$ cat config.mk
export PLATFORM = sky130hd
export DESIGN_NAME = rsd_top
export DESIGN_NICKNAME = d
export VERILOG_FILES = /design/src/hdl/rsd_pkg.sv /design/src/hdl/rsd_field_dec.sv /design/src/hdl/rsd_top.sv
export SDC_FILE = /design/constraint.sdc
export NUM_CORES = 1
export LEC_CHECK = 0
export BUFFER_PORTS_ARGS = -buffer_cell sky130_fd_sc_hd__buf_4
export CORE_ASPECT_RATIO = 1.1
export CORE_MARGIN = 2
export CORE_UTILIZATION = 45
export DETAILED_ROUTE_END_ITERATION = 8
export PLACE_DENSITY = 0.71
export SETUP_SLACK_MARGIN = 0.4
export SLEW_MARGIN = 5
export SYNTH_ARGS = -nofsm -noshare
export SYNTH_HDL_FRONTEND = slang
export SYNTH_SLANG_ARGS = --single-unit
export TNS_END_PERCENT = 20
$ cat constraint.sdc
create_clock -name ref_clk_i -period 1.34 [get_ports ref_clk_i]
set_input_delay 0.268 -clock ref_clk_i [delete_from_list [all_inputs] [get_ports ref_clk_i]]
set_output_delay 0.268 -clock ref_clk_i [all_outputs]
set_load 0.01 [all_outputs]
$ cat src/hdl/rsd_pkg.sv
// How it works
// - bits 1:0 pick the current limit source: 00 serial, 01 memory, 10 control port.
// - bits 4:2 pick the diode set point source: 000 serial, 001 memory, 010 port, 100 panel.
// - bits 7:5 pick the cooler temperature set point source with the same four codes.
// - any field of the mode-selected source byte holding a code outside its listed set raises the decoder fault flag.
// - bit 0 of the io control byte of the mode-selected pair (remote or local) approves the port shutdown; bits 7:1 are ignored.
// - each stop byte must equal 0x0B, and both trailing bytes are checked against it.
`default_nettype none
package rsd_pkg;
  // ----------------------------------------------------------------
  // frame byte positions and constants
  // ----------------------------------------------------------------
  localparam logic [7:0] RSD_IDX_LOC_SRC = 8'h13;
  localparam logic [7:0] RSD_IDX_LOC_IOC = 8'h14;
  localparam logic [7:0] RSD_IDX_REM_SRC = 8'h15;
  localparam logic [7:0] RSD_IDX_REM_IOC = 8'h16;
  localparam logic [7:0] RSD_IDX_STOP0 = 8'h17;
  localparam logic [7:0] RSD_IDX_STOP1 = 8'h18;
  localparam logic [7:0] RSD_STOP_BYTE = 8'h0B;
  localparam logic [7:0] RSD_BYTE_RST = 8'h00;
  localparam int RSD_LIM_LSB = 0;
  localparam int RSD_SP_LSB = 2;
  localparam int RSD_TEC_LSB = 5;
  localparam int RSD_SHDN_BIT = 0;

  typedef enum logic [1:0] {
    RSD_LIM_SERIAL = 2'h0,
    RSD_LIM_MEMORY = 2'h1,
    RSD_LIM_CTRLPORT = 2'h2
  } rsd_lim_src_t;

  typedef enum logic [2:0] {
    RSD_SRC_SERIAL = 3'h0,
    RSD_SRC_MEMORY = 3'h1,
    RSD_SRC_CTRLPORT = 3'h2,
    RSD_SRC_PANEL = 3'h4
  } rsd_src_t;

  typedef enum logic [1:0] {
    RSD_ST_DATA = 2'h0,
    RSD_ST_STOP1 = 2'h1,
    RSD_ST_DONE = 2'h2
  } rsd_state_t;

  typedef struct packed {
    logic [1:0] lim_src;
    logic [2:0] sp_src;
    logic [2:0] tec_src;
    logic fault;
    logic shdn_approve;
  } rsd_cfg_t;
endpackage : rsd_pkg
`default_nettype wire

$ cat src/hdl/rsd_field_dec.sv
`default_nettype none
// decodes one source select byte into fields plus a fault bit
module rsd_field_dec (
  input wire logic [7:0] sel_i,
  input wire logic [7:0] ioc_i,
  output rsd_pkg::rsd_cfg_t cfg_o
);
  logic [1:0] lim;
  logic [2:0] sp;
  logic [2:0] tec;
  logic lim_ok;
  logic sp_ok;
  logic tec_ok;

  always_comb
  begin
    lim = sel_i[rsd_pkg::RSD_LIM_LSB +: 2];
    sp = sel_i[rsd_pkg::RSD_SP_LSB +: 3];
    tec = sel_i[rsd_pkg::RSD_TEC_LSB +: 3];
    lim_ok = (lim == rsd_pkg::RSD_LIM_SERIAL) || (lim == rsd_pkg::RSD_LIM_MEMORY)
      || (lim == rsd_pkg::RSD_LIM_CTRLPORT);
    sp_ok = (sp == rsd_pkg::RSD_SRC_SERIAL) || (sp == rsd_pkg::RSD_SRC_MEMORY)
      || (sp == rsd_pkg::RSD_SRC_CTRLPORT) || (sp == rsd_pkg::RSD_SRC_PANEL);
    tec_ok = (tec == rsd_pkg::RSD_SRC_SERIAL) || (tec == rsd_pkg::RSD_SRC_MEMORY)
      || (tec == rsd_pkg::RSD_SRC_CTRLPORT) || (tec == rsd_pkg::RSD_SRC_PANEL);
    cfg_o.lim_src = lim;
    cfg_o.sp_src = sp;
    cfg_o.tec_src = tec;
    cfg_o.fault = ~(lim_ok & sp_ok & tec_ok);
    cfg_o.shdn_approve = ioc_i[rsd_pkg::RSD_SHDN_BIT];
  end
endmodule : rsd_field_dec
`default_nettype wire

$ cat src/hdl/rsd_top.sv
`default_nettype none
module rsd_top (
  input wire logic ref_clk_i,
  input wire logic rstn_i,
  input wire logic byte_valid_i,
  input wire logic [7:0] byte_idx_i,
  input wire logic [7:0] byte_data_i,
  input wire logic remote_mode_i,
  output logic [1:0] lim_src_o,
  output logic [2:0] sp_src_o,
  output logic [2:0] tec_src_o,
  output logic decoder_fault_flag_o,
  output logic remote_shutdown_approve_o,
  output logic frame_done_o,
  output logic stop_error_o
);
  // ----------------------------------------------------------------
  // state
  // ----------------------------------------------------------------
  typedef struct packed {
    logic [7:0] rem_src;
    logic [7:0] rem_ioc;
    logic [7:0] loc_src;
    logic [7:0] loc_ioc;
    rsd_pkg::rsd_state_t st;
    rsd_pkg::rsd_cfg_t cfg;
    logic done;
    logic stop_err;
  } rsd_top_state_t;

  rsd_top_state_t s_q;
  rsd_top_state_t s_d;
  logic [7:0] act_src;
  logic [7:0] act_ioc;
  rsd_pkg::rsd_cfg_t dec_cfg;

  // bytes reach the outputs one edge after they are stored, not gated by frame end; mode picks the pair
  assign act_src = remote_mode_i ? s_q.rem_src : s_q.loc_src;
  assign act_ioc = remote_mode_i ? s_q.rem_ioc : s_q.loc_ioc;

  rsd_field_dec u_dec (
    .sel_i(act_src),
    .ioc_i(act_ioc),
    .cfg_o(dec_cfg)
  );

  // ----------------------------------------------------------------
  // frame tracking
  // ----------------------------------------------------------------
  always_comb
  begin
    s_d = s_q;
    s_d.done = 1'b0;
    s_d.cfg = dec_cfg;
    if (byte_valid_i)
    begin
      case (byte_idx_i)
        rsd_pkg::RSD_IDX_LOC_SRC: s_d.loc_src = byte_data_i;
        rsd_pkg::RSD_IDX_LOC_IOC: s_d.loc_ioc = byte_data_i;
        rsd_pkg::RSD_IDX_REM_SRC: s_d.rem_src = byte_data_i;
        rsd_pkg::RSD_IDX_REM_IOC: s_d.rem_ioc = byte_data_i;
        default: s_d.loc_src = s_d.loc_src;
      endcase
      case (s_q.st)
        rsd_pkg::RSD_ST_DATA,
        rsd_pkg::RSD_ST_DONE:
        begin
          s_d.st = rsd_pkg::RSD_ST_DATA;
          if (byte_idx_i == rsd_pkg::RSD_IDX_STOP0)
          begin
            s_d.st = rsd_pkg::RSD_ST_STOP1;
            s_d.stop_err = (byte_data_i != rsd_pkg::RSD_STOP_BYTE);
          end
        end
        rsd_pkg::RSD_ST_STOP1:
        begin
          // a second stop byte must follow at once
          if (byte_idx_i == rsd_pkg::RSD_IDX_STOP1)
          begin
            s_d.st = rsd_pkg::RSD_ST_DONE;
            s_d.done = 1'b1;
            s_d.stop_err = s_q.stop_err | (byte_data_i != rsd_pkg::RSD_STOP_BYTE);
          end
          else
          begin
            s_d.st = rsd_pkg::RSD_ST_DATA;
            s_d.stop_err = 1'b1;
          end
        end
        default: s_d.st = rsd_pkg::RSD_ST_DATA;
      endcase
    end
  end

  always_ff @(posedge ref_clk_i)
  begin
    if (!rstn_i)
    begin
      s_q <= '0;
    end
    else
    begin
      s_q <= s_d;
    end
  end

  assign lim_src_o = s_q.cfg.lim_src;
  assign sp_src_o = s_q.cfg.sp_src;
  assign tec_src_o = s_q.cfg.tec_src;
  assign decoder_fault_flag_o = s_q.cfg.fault;
  assign remote_shutdown_approve_o = s_q.cfg.shdn_approve;
  assign frame_done_o = s_q.done;
  assign stop_error_o = s_q.stop_err;
endmodule : rsd_top
`default_nettype wire

==> results of run 1 <==
==> per-stage QoR <==
stage                     cell area, sq um  hold WS [ns]  total power, mW  setup TNS (ns)
after global routing                  1830         0.163             1.89               0
after detailed placement              1660         0.482             1.11           -2.98
after CTS                             1780         0.171             1.83               0
final                                 1830         0.183             1.82               0
after global placement                1660         0.458             1.10           -2.00
after floorplan                       1380         0.386             1.02               0
==> worst register-to-register path, cell delays in order (launching register included) <==
cell     delay, ns
dfxtp_2       0.34
mux2i_2       0.17
inv_1         0.07
maj3_2        0.31
o221a_4       0.22
==> synthesized netlist by cell type, types with 2 or more instances <==
| cell type | n | area (sq um) |
|---|---|---|
| inv_1 | 3 | 11.3 |
| mux2i_1 | 28 | 280 |
| buf_4 | 8 | 60.1 |
| clkbuf_1 | 3 | 11.3 |
| and3b_1 | 2 | 17.5 |
| maj3_1 | 2 | 20.0 |
| nand4_1 | 3 | 18.8 |
| dfxtp_1 | 32 | 641 |
| nor2b_1 | 4 | 25.0 |
| nor2_1 | 31 | 116 |
| o21ai_0 | 2 | 10.0 |
==> cell usage in the layout (no fill, tap or decap), types with 2 or more instances in the layout <==
master | netlist | routed
clkbuf_4 | 0 | 5
nor2b_1 | 4 | 3
inv_1 | 3 | 3
buf_4 | 8 | 42
mux2i_1 | 28 | 27
nor2_1 | 31 | 31
nand4_1 | 3 | 3
dfxtp_1 | 32 | 29
buf_6 | 1 | 2
and3b_1 | 2 | 2
dfxtp_2 | 0 | 3
==> logic make-up (layout without fill, tap and decap cells) <==
kind of cell             Yosys count  in the layout  synth area share
adder cells (fa/ha/maj)            2              2            0.0145
buffers and inverters             16             57            0.0717
multiplexers                      28             28             0.203
flip-flops                        32             32             0.465
AO/OA/AOI/OAI                      9              9            0.0481
AND/OR/NAND/NOR                   50             50             0.198
==> layer usage <==
metal  GRT usage  part of all wire  vias up
met5           0                 0        -
met4      0.0598             0.014        0
met3      0.0580             0.043        5
met2       0.327              0.50       20
met1       0.187              0.44      506
li1            -                 -      549
==> repair_timing <==
action                     4_1_cts  5_1_grt
setup endpoints to repair       35       36
gates resized for setup          8        8
pin swaps                        5        4
hold endpoints to repair         0        0
buffers inserted                 2        2
==> layout make-up <==
| type | instances | area (sq um) | share of cell area |
|---|---|---|---|
| repair buffers | 46 | 373 | 0.204 |
| clock buffers | 6 | 41.3 | 0.0226 |
| multi-input cells | 89 | 679 | 0.372 |
| clock inverters | 2 | 35.0 | 0.0192 |
| inverters | 3 | 11.3 | 0.00616 |
| well taps | 34 | 42.5 | 0.0233 |
| flip-flops and latches | 32 | 644 | 0.353 |
==> final timing paths <==
path | end | depth (start not counted) | slack (ns) | startpoint
worst min-delay path | s_q[12]$_SDFFE_PN0P_ | 2 | 0.18 | rstn_i
worst max register to register | decoder_fault_flag_o$_SDFF_PN0_ | 4 | 0.13 | s_q[27]$_SDFFE_PN0P_
worst min register to register | s_q[13]$_SDFFE_PN0P_ | 2 | 0.49 | s_q[13]$_SDFFE_PN0P_
worst max-delay path | decoder_fault_flag_o$_SDFF_PN0_ | 4 | 0.13 | s_q[27]$_SDFFE_PN0P_
==> report_power, final <==
group / internal [mW] / switching [mW]
registers: 0.952 / 0.00104
clock network: 0.391 / 0.327
logic: 0.0796 / 0.0665
==> flip-flops by register name, summed over array words and instances (netlist names) <==
name,flops
lim_src_o,2
remote_shutdown_approve_o,1
frame_done_o,1
tec_src_o,3
stop_error_o,1
sp_src_o,3
decoder_fault_flag_o,1
s_q,20
==> summary.txt, run 1 <==
H-tree Lvls: 2
# clock sinks: 32
post-route DRC violation count: 0
status: completed
data required time at the worst endpoint: 1.57 ns
placed insts: 200
number of diodes: 0
Post-Syn Area per Cell: 10.1 sq um
final worst slack: 0.133 ns
CTS Hold Bufs: 0
setup violators final: 0
fin crit period: 1.21 ns
Setup Skew: 0.00716 ns
max_cap viols: 0
Setup crit end kind: flip-flop
std cell rows: 21
DR pass1 iterations: 4
slowest CP cell: dfxtp_2
Post-Syn Area: 1380 sq um
CP max FO: 2
fin cells: 212
drt initial violations: 25
post-DR vias/cell: 5.09
GPL Wtd Cong: 0.751
grt ovf: 0
highest clock rate: 829 MHz
number of flops mapped to enable cells by yosys: 0
vias: 1,080
syn nets: 157
largest net degree at the start of global routing: 14
RSZ-0062 raised after global routing: true
Synth async-reset ratio: 0
Hold Vio Cnt, Final: 0
first-pass GRT wire length: 4630 microns
crit path cell chain: mux2i_2 > inv_1 > maj3_2 > o221a_4
Finished Core Util: 0.610
CTS clk-pin slew, worst paths: 0.11 ns
share of cells above drive strength 1: 0.376
cell family with most CP delay: flip-flops
TritonCTS clock tree: yes
die area: 3520 sq um
WP data arrival: 1.43 ns
HP Class: in -> reg
WS Path Type: reg -> reg
drt total wl: 2880 microns
Tcrit/Tclk final: 0.901
clk_lat worst skew: 0.33 ns
total global-route track usage: 0.174
Yosys Warn Count: 0
dpl hpwl: 2060 microns
Startpoint Class: flip-flop
fin. max-slew vios: 0
worst path bufs/invs: 1
pre-CTS WS: -0.221 ns
fill cell count: 263
Routed Antenna Nets: 0
DIE WIDTH: 56.8 microns
Top Ports: 32
Longest Clk Path Bufs: 2
Most used DFF post-synth: dfxtp_1
Port Buffer Count: 31
CTS root buf: clkbuf_4
Starting Density: 0.460
Leakage: 0.863 nW
Die H: 62.1 microns
Post-Synthesis Cells: 137
cts bufs inserted: 5
#FFs+latches synth: 32
Yosys cell types: 30
Seq/Total Area, Yosys: 0.465
vias in the first global route: 1,076
Area growth syn-to-layout: 32.5%
CP peak stage delay: 0.34 ns
drt wl/cell: 13.6 microns
worst vdd ir: 0.000969 V
Slew headroom: 0.852
core area: 3000 sq um
pwr dens: 995 nW/um^2
Final #Nets: 197
initial antenna violation count: 0
Least-Margin Pin Slew: 0.222 ns
Power figures use the tool's default switching activity.
==> run 2, diff against run 1 <==
Settings changed: CORE_UTILIZATION 45 to 49, CTS_BUF_LIST set to sky130_fd_sc_hd__clkbuf_8, PLACE_DENSITY 0.71 to 0.77.
==> run 2 against run 1 <==
Utilization up 8.2 points. Register-to-register slack worse by 0.02 ns. Wire length rose by 12%. Sequential share of layout area down 1.2 points. Clock-buffer cell count is 1 lower. Critical endpoint is now s_q[43]$_SDFFE_PN0P_. Fmax shrank 1.7%. Non-clock buffer count increased by 2. Largest cell class unchanged. Critical path depth rose by 3. Clock power rose by 26%.
==> summary.txt, run 2 (synthesis results as in run 1) <==
pre-CTS WS: -0.232 ns (-0.0109 ns)
worst vdd ir: 0.000805 V (-17%)
RSZ-0062 raised after global routing: true
Area growth syn-to-layout: 36.8%
Top Ports: 32 (unchanged)
R2R Path Start: s_q[43]$_SDFFE_PN0P_
Reg2Reg Depth: 4 (unchanged)
Port Buffer Count: 31 (unchanged)
most common cell after layout, fill and taps aside: buf_4
CTS Hold Bufs: 0 (unchanged)
Setup crit end kind: flip-flop
Final #Nets: 199 (+1.0%)
pwr dens: 1070 nW/um^2 (+7.3%)
Leakage: 0.887 nW (+2.8%)
vias: 1,137 (+5.3%)
CP max FO: 8 (+6)
Hold Vio Cnt, Final: 0 (unchanged)
vias in the first global route: 1,108 (+3.0%)
highest clock rate: 814 MHz (-1.7%)
largest net degree at the start of global routing: 28 (+14)
total global-route track usage: 0.230 (+0.0557)
HP Class: in -> reg
Min-Delay Endpoint: s_q[12]$_SDFFE_PN0P_
post-route DRC violation count: 0 (unchanged)
DIE WIDTH: 54.6 microns (-3.9%)
core area: 2730 sq um (-8.9%)
Setup Skew: 0.00506 ns (-0.00210 ns)
Routed Antenna Nets: 0 (unchanged)
dpl hpwl: 2050 microns (-0.66%)
setup violators final: 0 (unchanged)
max reg flops: 20 (unchanged)
Finished Core Util: 0.692 (+0.0819)
crit path cell chain: buf_6 > nor4b_4 > buf_4 > nand4_4 > buf_8 > mux2i_2 > nor2_1
Biggest register: s_q
DR pass1 iterations: 4 (unchanged)
worst path bufs/invs: 3 (+2)
Slew headroom: 0.795 (-0.0566)
Hold Crit Start: rstn_i
Starting Density: 0.506 (+0.0452)
fin crit period: 1.23 ns (+0.0210 ns)
max_cap viols: 0 (unchanged)
drt initial violations: 26 (+4.0%)
data required time at the worst endpoint: 1.52 ns (-0.05 ns)
final worst slack: 0.112 ns (-0.0210 ns)
fin area: 1890 sq um (+3.3%)
GPL Wtd Cong: 0.817 (+8.7%)
Least-Margin Pin Slew: 0.306 ns (+0.0837 ns)
Reg-to-Reg End: decoder_fault_flag_o$_SDFF_PN0_
CTS root buf: clkbuf_8
Longest Clk Path Bufs: 2 (unchanged)
initial antenna violation count: 0 (unchanged)
cts bufs inserted: 5 (unchanged)
grt ovf: 0 (unchanged)
Tcrit/Tclk final: 0.916 (+0.0157)
post-DR vias/cell: 5.34 (+4.8%)
number of diodes: 0 (unchanged)
setup TNS: 0 ns (unchanged)
Die H: 59.6 microns (-3.9%)
drt wl/cell: 15.1 microns (+11%)
FF-to-FF setup slack: 0.11 ns (-0.02 ns)
clk_lat worst skew: 0.29 ns (-0.04 ns)
placed inst area: 1680 sq um (+1.1%)
H-tree Lvls: 2 (unchanged)
die area: 3250 sq um (-7.6%)
drt total wl: 3220 microns (+12%)
most frequent cells in the layout: buf_4 (43), nor2_1 (30), dfxtp_1 (30), mux2i_1 (25), clkbuf_8 (5)
Startpoint Class: primary input
TritonCTS clock tree: yes
fin. max-slew vios: 0 (unchanged)
cell family with most CP delay: simple AND/OR/NAND/NOR gates
CTS clk-pin slew, worst paths: 0.07 ns (-0.04 ns)
CP peak stage delay: 0.35 ns (about the same)
total power: 2.01 mW (+11%)
std cell rows: 20 (-4.8%)
slowest CP cell: nor4b_4
first-pass GRT wire length: 5060 microns (+9.4%)
# clock sinks: 32 (unchanged)
status: completed
WHS Path Cells: 2 (unchanged)
WP data arrival: 1.41 ns (-0.02 ns)
share of cells above drive strength 1: 0.383 (+0.00693)
WS Path Type: in -> reg
[run 2: changes by cell type in the layout (fill, tap and decap cells not counted), sizes merged]
cell,change
inv,+1
clkbuf,-1
buf,+2
[run 2: metrics by stage]
step	instances	hold WS, ns
final	213	0.226
after global routing	213	0.226
after CTS	211	0.225
after detailed placement	200	0.471
after global placement	200	0.459
after floorplan	137	0.386
[run 2: timing repair]
item                       in CTS  in global routing
gates resized for setup        12                  4
setup buffers                   3                  2
gates cloned                    0                  0
pin swaps                       4                  6
setup endpoints to repair      35                 35
[run 2: report_power, final]
part / switching [mW] / leakage, nW / internal (mW)
registers: 0.00109 / 0.259 / 0.953
clock network: 0.363 / 0.0593 / 0.543
logic: 0.0687 / 0.569 / 0.0847
total: 0.432 / 0.887 / 1.58
[run 2: worst max path at each step]
stage                        startpoint                    to  cells past startpoint
after global placement    byte_idx_i[5]  s_q[27]$_SDFFE_PN0P_                      6
after CTS                 byte_idx_i[6]  s_q[43]$_SDFFE_PN0P_                      7
after floorplan           byte_idx_i[5]  s_q[38]$_SDFFE_PN0P_                      4
after detailed placement  byte_idx_i[5]  s_q[28]$_SDFFE_PN0P_                      6
final                     byte_idx_i[7]  s_q[43]$_SDFFE_PN0P_                      7
after global routing      byte_idx_i[7]  s_q[43]$_SDFFE_PN0P_                      7
[run 2: layer usage]
metal	vias to the layer above	track usage	part of all wire
li1	553	-	-
met3	10	0.0631	0.038
met4	0	0.150	0.029
met5	-	0	0
met1	550	0.245	0.41
met2	24	0.386	0.53
[run 2: area by class of cell]
cell class                 count  area (sq um)
fill                         201           841
multi-input combinational     89           683
sequential                    32           643
timing repair buffer          48           400
clock buffer                   5          68.8
tap                           33          41.3
clock inverter                 3          38.8
inverter                       3          11.3
[run 2: worst register-to-register path: cells and delay by family (launching register included)]
family / cells / cell delay (ns)
compound gates: 1 / 0.22
fa+ha+maj: 1 / 0.32
buf+inv: 1 / 0.08
mux: 1 / 0.19
flops: 1 / 0.33
==> run 3, diff against run 2 <==
Settings changed: CAP_MARGIN set to 5, CORE_UTILIZATION 49 to 45, PLACE_DENSITY 0.77 to 0.71.
==> run 3 against run 2 <==
Fmax rose by 1.8%. Total power fell by 1.0%. Clock power fell by 0.8%. Largest power group unchanged. Clock-buffer cell count did not move. Via count fell by 5.8%. Setup slack improved by 0.022 ns. Highest routed layer unchanged. Wire length fell by 12%.
==> summary.txt, run 3 (synthesis results as in run 1) <==
Tcrit/Tclk final: 0.900 (-0.0166)
crit path cell chain: buf_6 > nor4b_4 > and3_4 > buf_12 > mux2i_1 > nor2_1
CP max FO: 8 (unchanged)
cell family with most CP delay: simple AND/OR/NAND/NOR gates
largest net degree at the start of global routing: 14 (-50%)
total global-route track usage: 0.181 (-0.0481)
vias: 1,071 (-5.8%)
most common cell after layout, fill and taps aside: buf_4
most frequent cells in the layout: buf_4 (41), nor2_1 (31), dfxtp_1 (31), mux2i_1 (27), clkbuf_8 (5)
final worst slack: 0.134 ns (+0.0223 ns)
max reg flops: 20 (unchanged)
slowest CP cell: nor4b_4
clk_lat worst skew: 0.29 ns (about the same)
# clock sinks: 32 (unchanged)
Routed Antenna Nets: 0 (unchanged)
vias in the first global route: 1,064 (-4.0%)
Biggest register: s_q
drt initial violations: 22 (-15%)
placed inst area: 1660 sq um (-1.1%)
RSZ-0062 raised after global routing: true
Die H: 62.1 microns (+4.1%)
TritonCTS clock tree: yes
Least-Margin Pin Slew: 0.363 ns (+0.0574 ns)
fin crit period: 1.21 ns (-0.0223 ns)
HP Class: in -> reg
DR pass1 iterations: 4 (unchanged)
WP data arrival: 1.38 ns (-0.03 ns)
Top Ports: 32 (unchanged)
Hold Vio Cnt, Final: 0 (unchanged)
Setup Skew: 0.00635 ns (+0.00128 ns)
GPL Wtd Cong: 0.751 (-8.0%)
first-pass GRT wire length: 4690 microns (-7.3%)
drt wl/cell: 13.5 microns (-11%)
number of diodes: 0 (unchanged)
Port Buffer Count: 31 (unchanged)
Startpoint Class: primary input
total power: 1.99 mW (-1.0%)
DIE WIDTH: 56.8 microns (+4.0%)
post-route DRC violation count: 0 (unchanged)
Longest Clk Path Bufs: 2 (unchanged)
H-tree Lvls: 2 (unchanged)
share of cells above drive strength 1: 0.352 (-0.0311)
cts bufs inserted: 5 (unchanged)
status: completed
fin area: 1820 sq um (-3.4%)
drt total wl: 2840 microns (-12%)
CTS Hold Bufs: 0 (unchanged)
setup violators final: 0 (unchanged)
WS Path Type: in -> reg
std cell rows: 21 (+5.0%)
Area growth syn-to-layout: 32.1%
Leakage: 0.869 nW (-2.0%)
core area: 3000 sq um (+9.8%)
worst path bufs/invs: 2 (-1)
CP peak stage delay: 0.40 ns (+0.05 ns)
Slew headroom: 0.757 (-0.0385)
initial antenna violation count: 0 (unchanged)
highest clock rate: 829 MHz (+1.8%)
pre-CTS WS: -0.221 ns (+0.0109 ns)
CTS clk-pin slew, worst paths: 0.06 ns (about the same)
Starting Density: 0.460 (-0.0452)
pwr dens: 1090 nW/um^2 (+2.5%)
fin. max-slew vios: 0 (unchanged)
max_cap viols: 0 (unchanged)
post-DR vias/cell: 5.10 (-4.5%)
CTS root buf: clkbuf_8
Setup crit end kind: flip-flop
data required time at the worst endpoint: 1.52 ns (about the same)
die area: 3520 sq um (+8.3%)
worst vdd ir: 0.000605 V (-25%)
Final #Nets: 195 (-2.0%)
grt ovf: 0 (unchanged)
dpl hpwl: 2060 microns (+0.67%)
## run 3: metrics by stage
stage                      util  TNS, ns  hold WS (ns)  cells
after CTS                 0.605        0         0.219    210
final                     0.608        0         0.226    210
after global placement    0.555    -2.00         0.458    200
after global routing      0.608        0         0.221    210
after detailed placement  0.555    -2.98         0.482    200
after floorplan               -        0         0.386    137
## run 3: final timing paths
kind | end | slack, ns | depth (start not counted) | startpoint
setup / recovery | s_q[24]$_SDFFE_PN0P_ | 0.13 | 6 | byte_idx_i[7]
hold / removal | s_q[12]$_SDFFE_PN0P_ | 0.23 | 2 | rstn_i
setup reg to reg | decoder_fault_flag_o$_SDFF_PN0_ | 0.14 | 5 | s_q[43]$_SDFFE_PN0P_
hold reg to reg | s_q[13]$_SDFFE_PN0P_ | 0.49 | 2 | s_q[13]$_SDFFE_PN0P_
## run 3: area by class of cell
| class | count | area, sq um |
|---|---|---|
| Timing Repair Buffer | 44 | 350 |
| Tap cell | 34 | 42.5 |
| Fill cell | 261 | 1170 |
| Multi-Input combinational cell | 89 | 668 |
| Clock inverter | 3 | 38.8 |
| Sequential cell | 32 | 642 |
| Clock buffer | 5 | 68.8 |
| Inverter | 3 | 11.3 |
## run 3: layer usage
| metal | vias up | share of wire | track usage |
|---|---|---|---|
| li1 | 542 | - | - |
| met3 | 5 | 0.045 | 0.0580 |
| met1 | 502 | 0.45 | 0.193 |
| met5 | - | 0 | 0 |
| met2 | 22 | 0.49 | 0.322 |
| met4 | 0 | 0.018 | 0.110 |
## run 3: repair_timing
action / CTS / global route
gates cloned: 0 / 0
pin swaps: 5 / 2
setup buffers: 2 / 0
setup endpoints to repair: 35 / 36
resized for setup: 8 / 2
## run 3: power breakdown
part	internal [mW]	switching (mW)	leakage, nW
Sequential	0.953	0.00104	0.258
Combinational	0.0772	0.0629	0.552
Clock	0.544	0.355	0.0593
Total	1.57	0.419	0.869
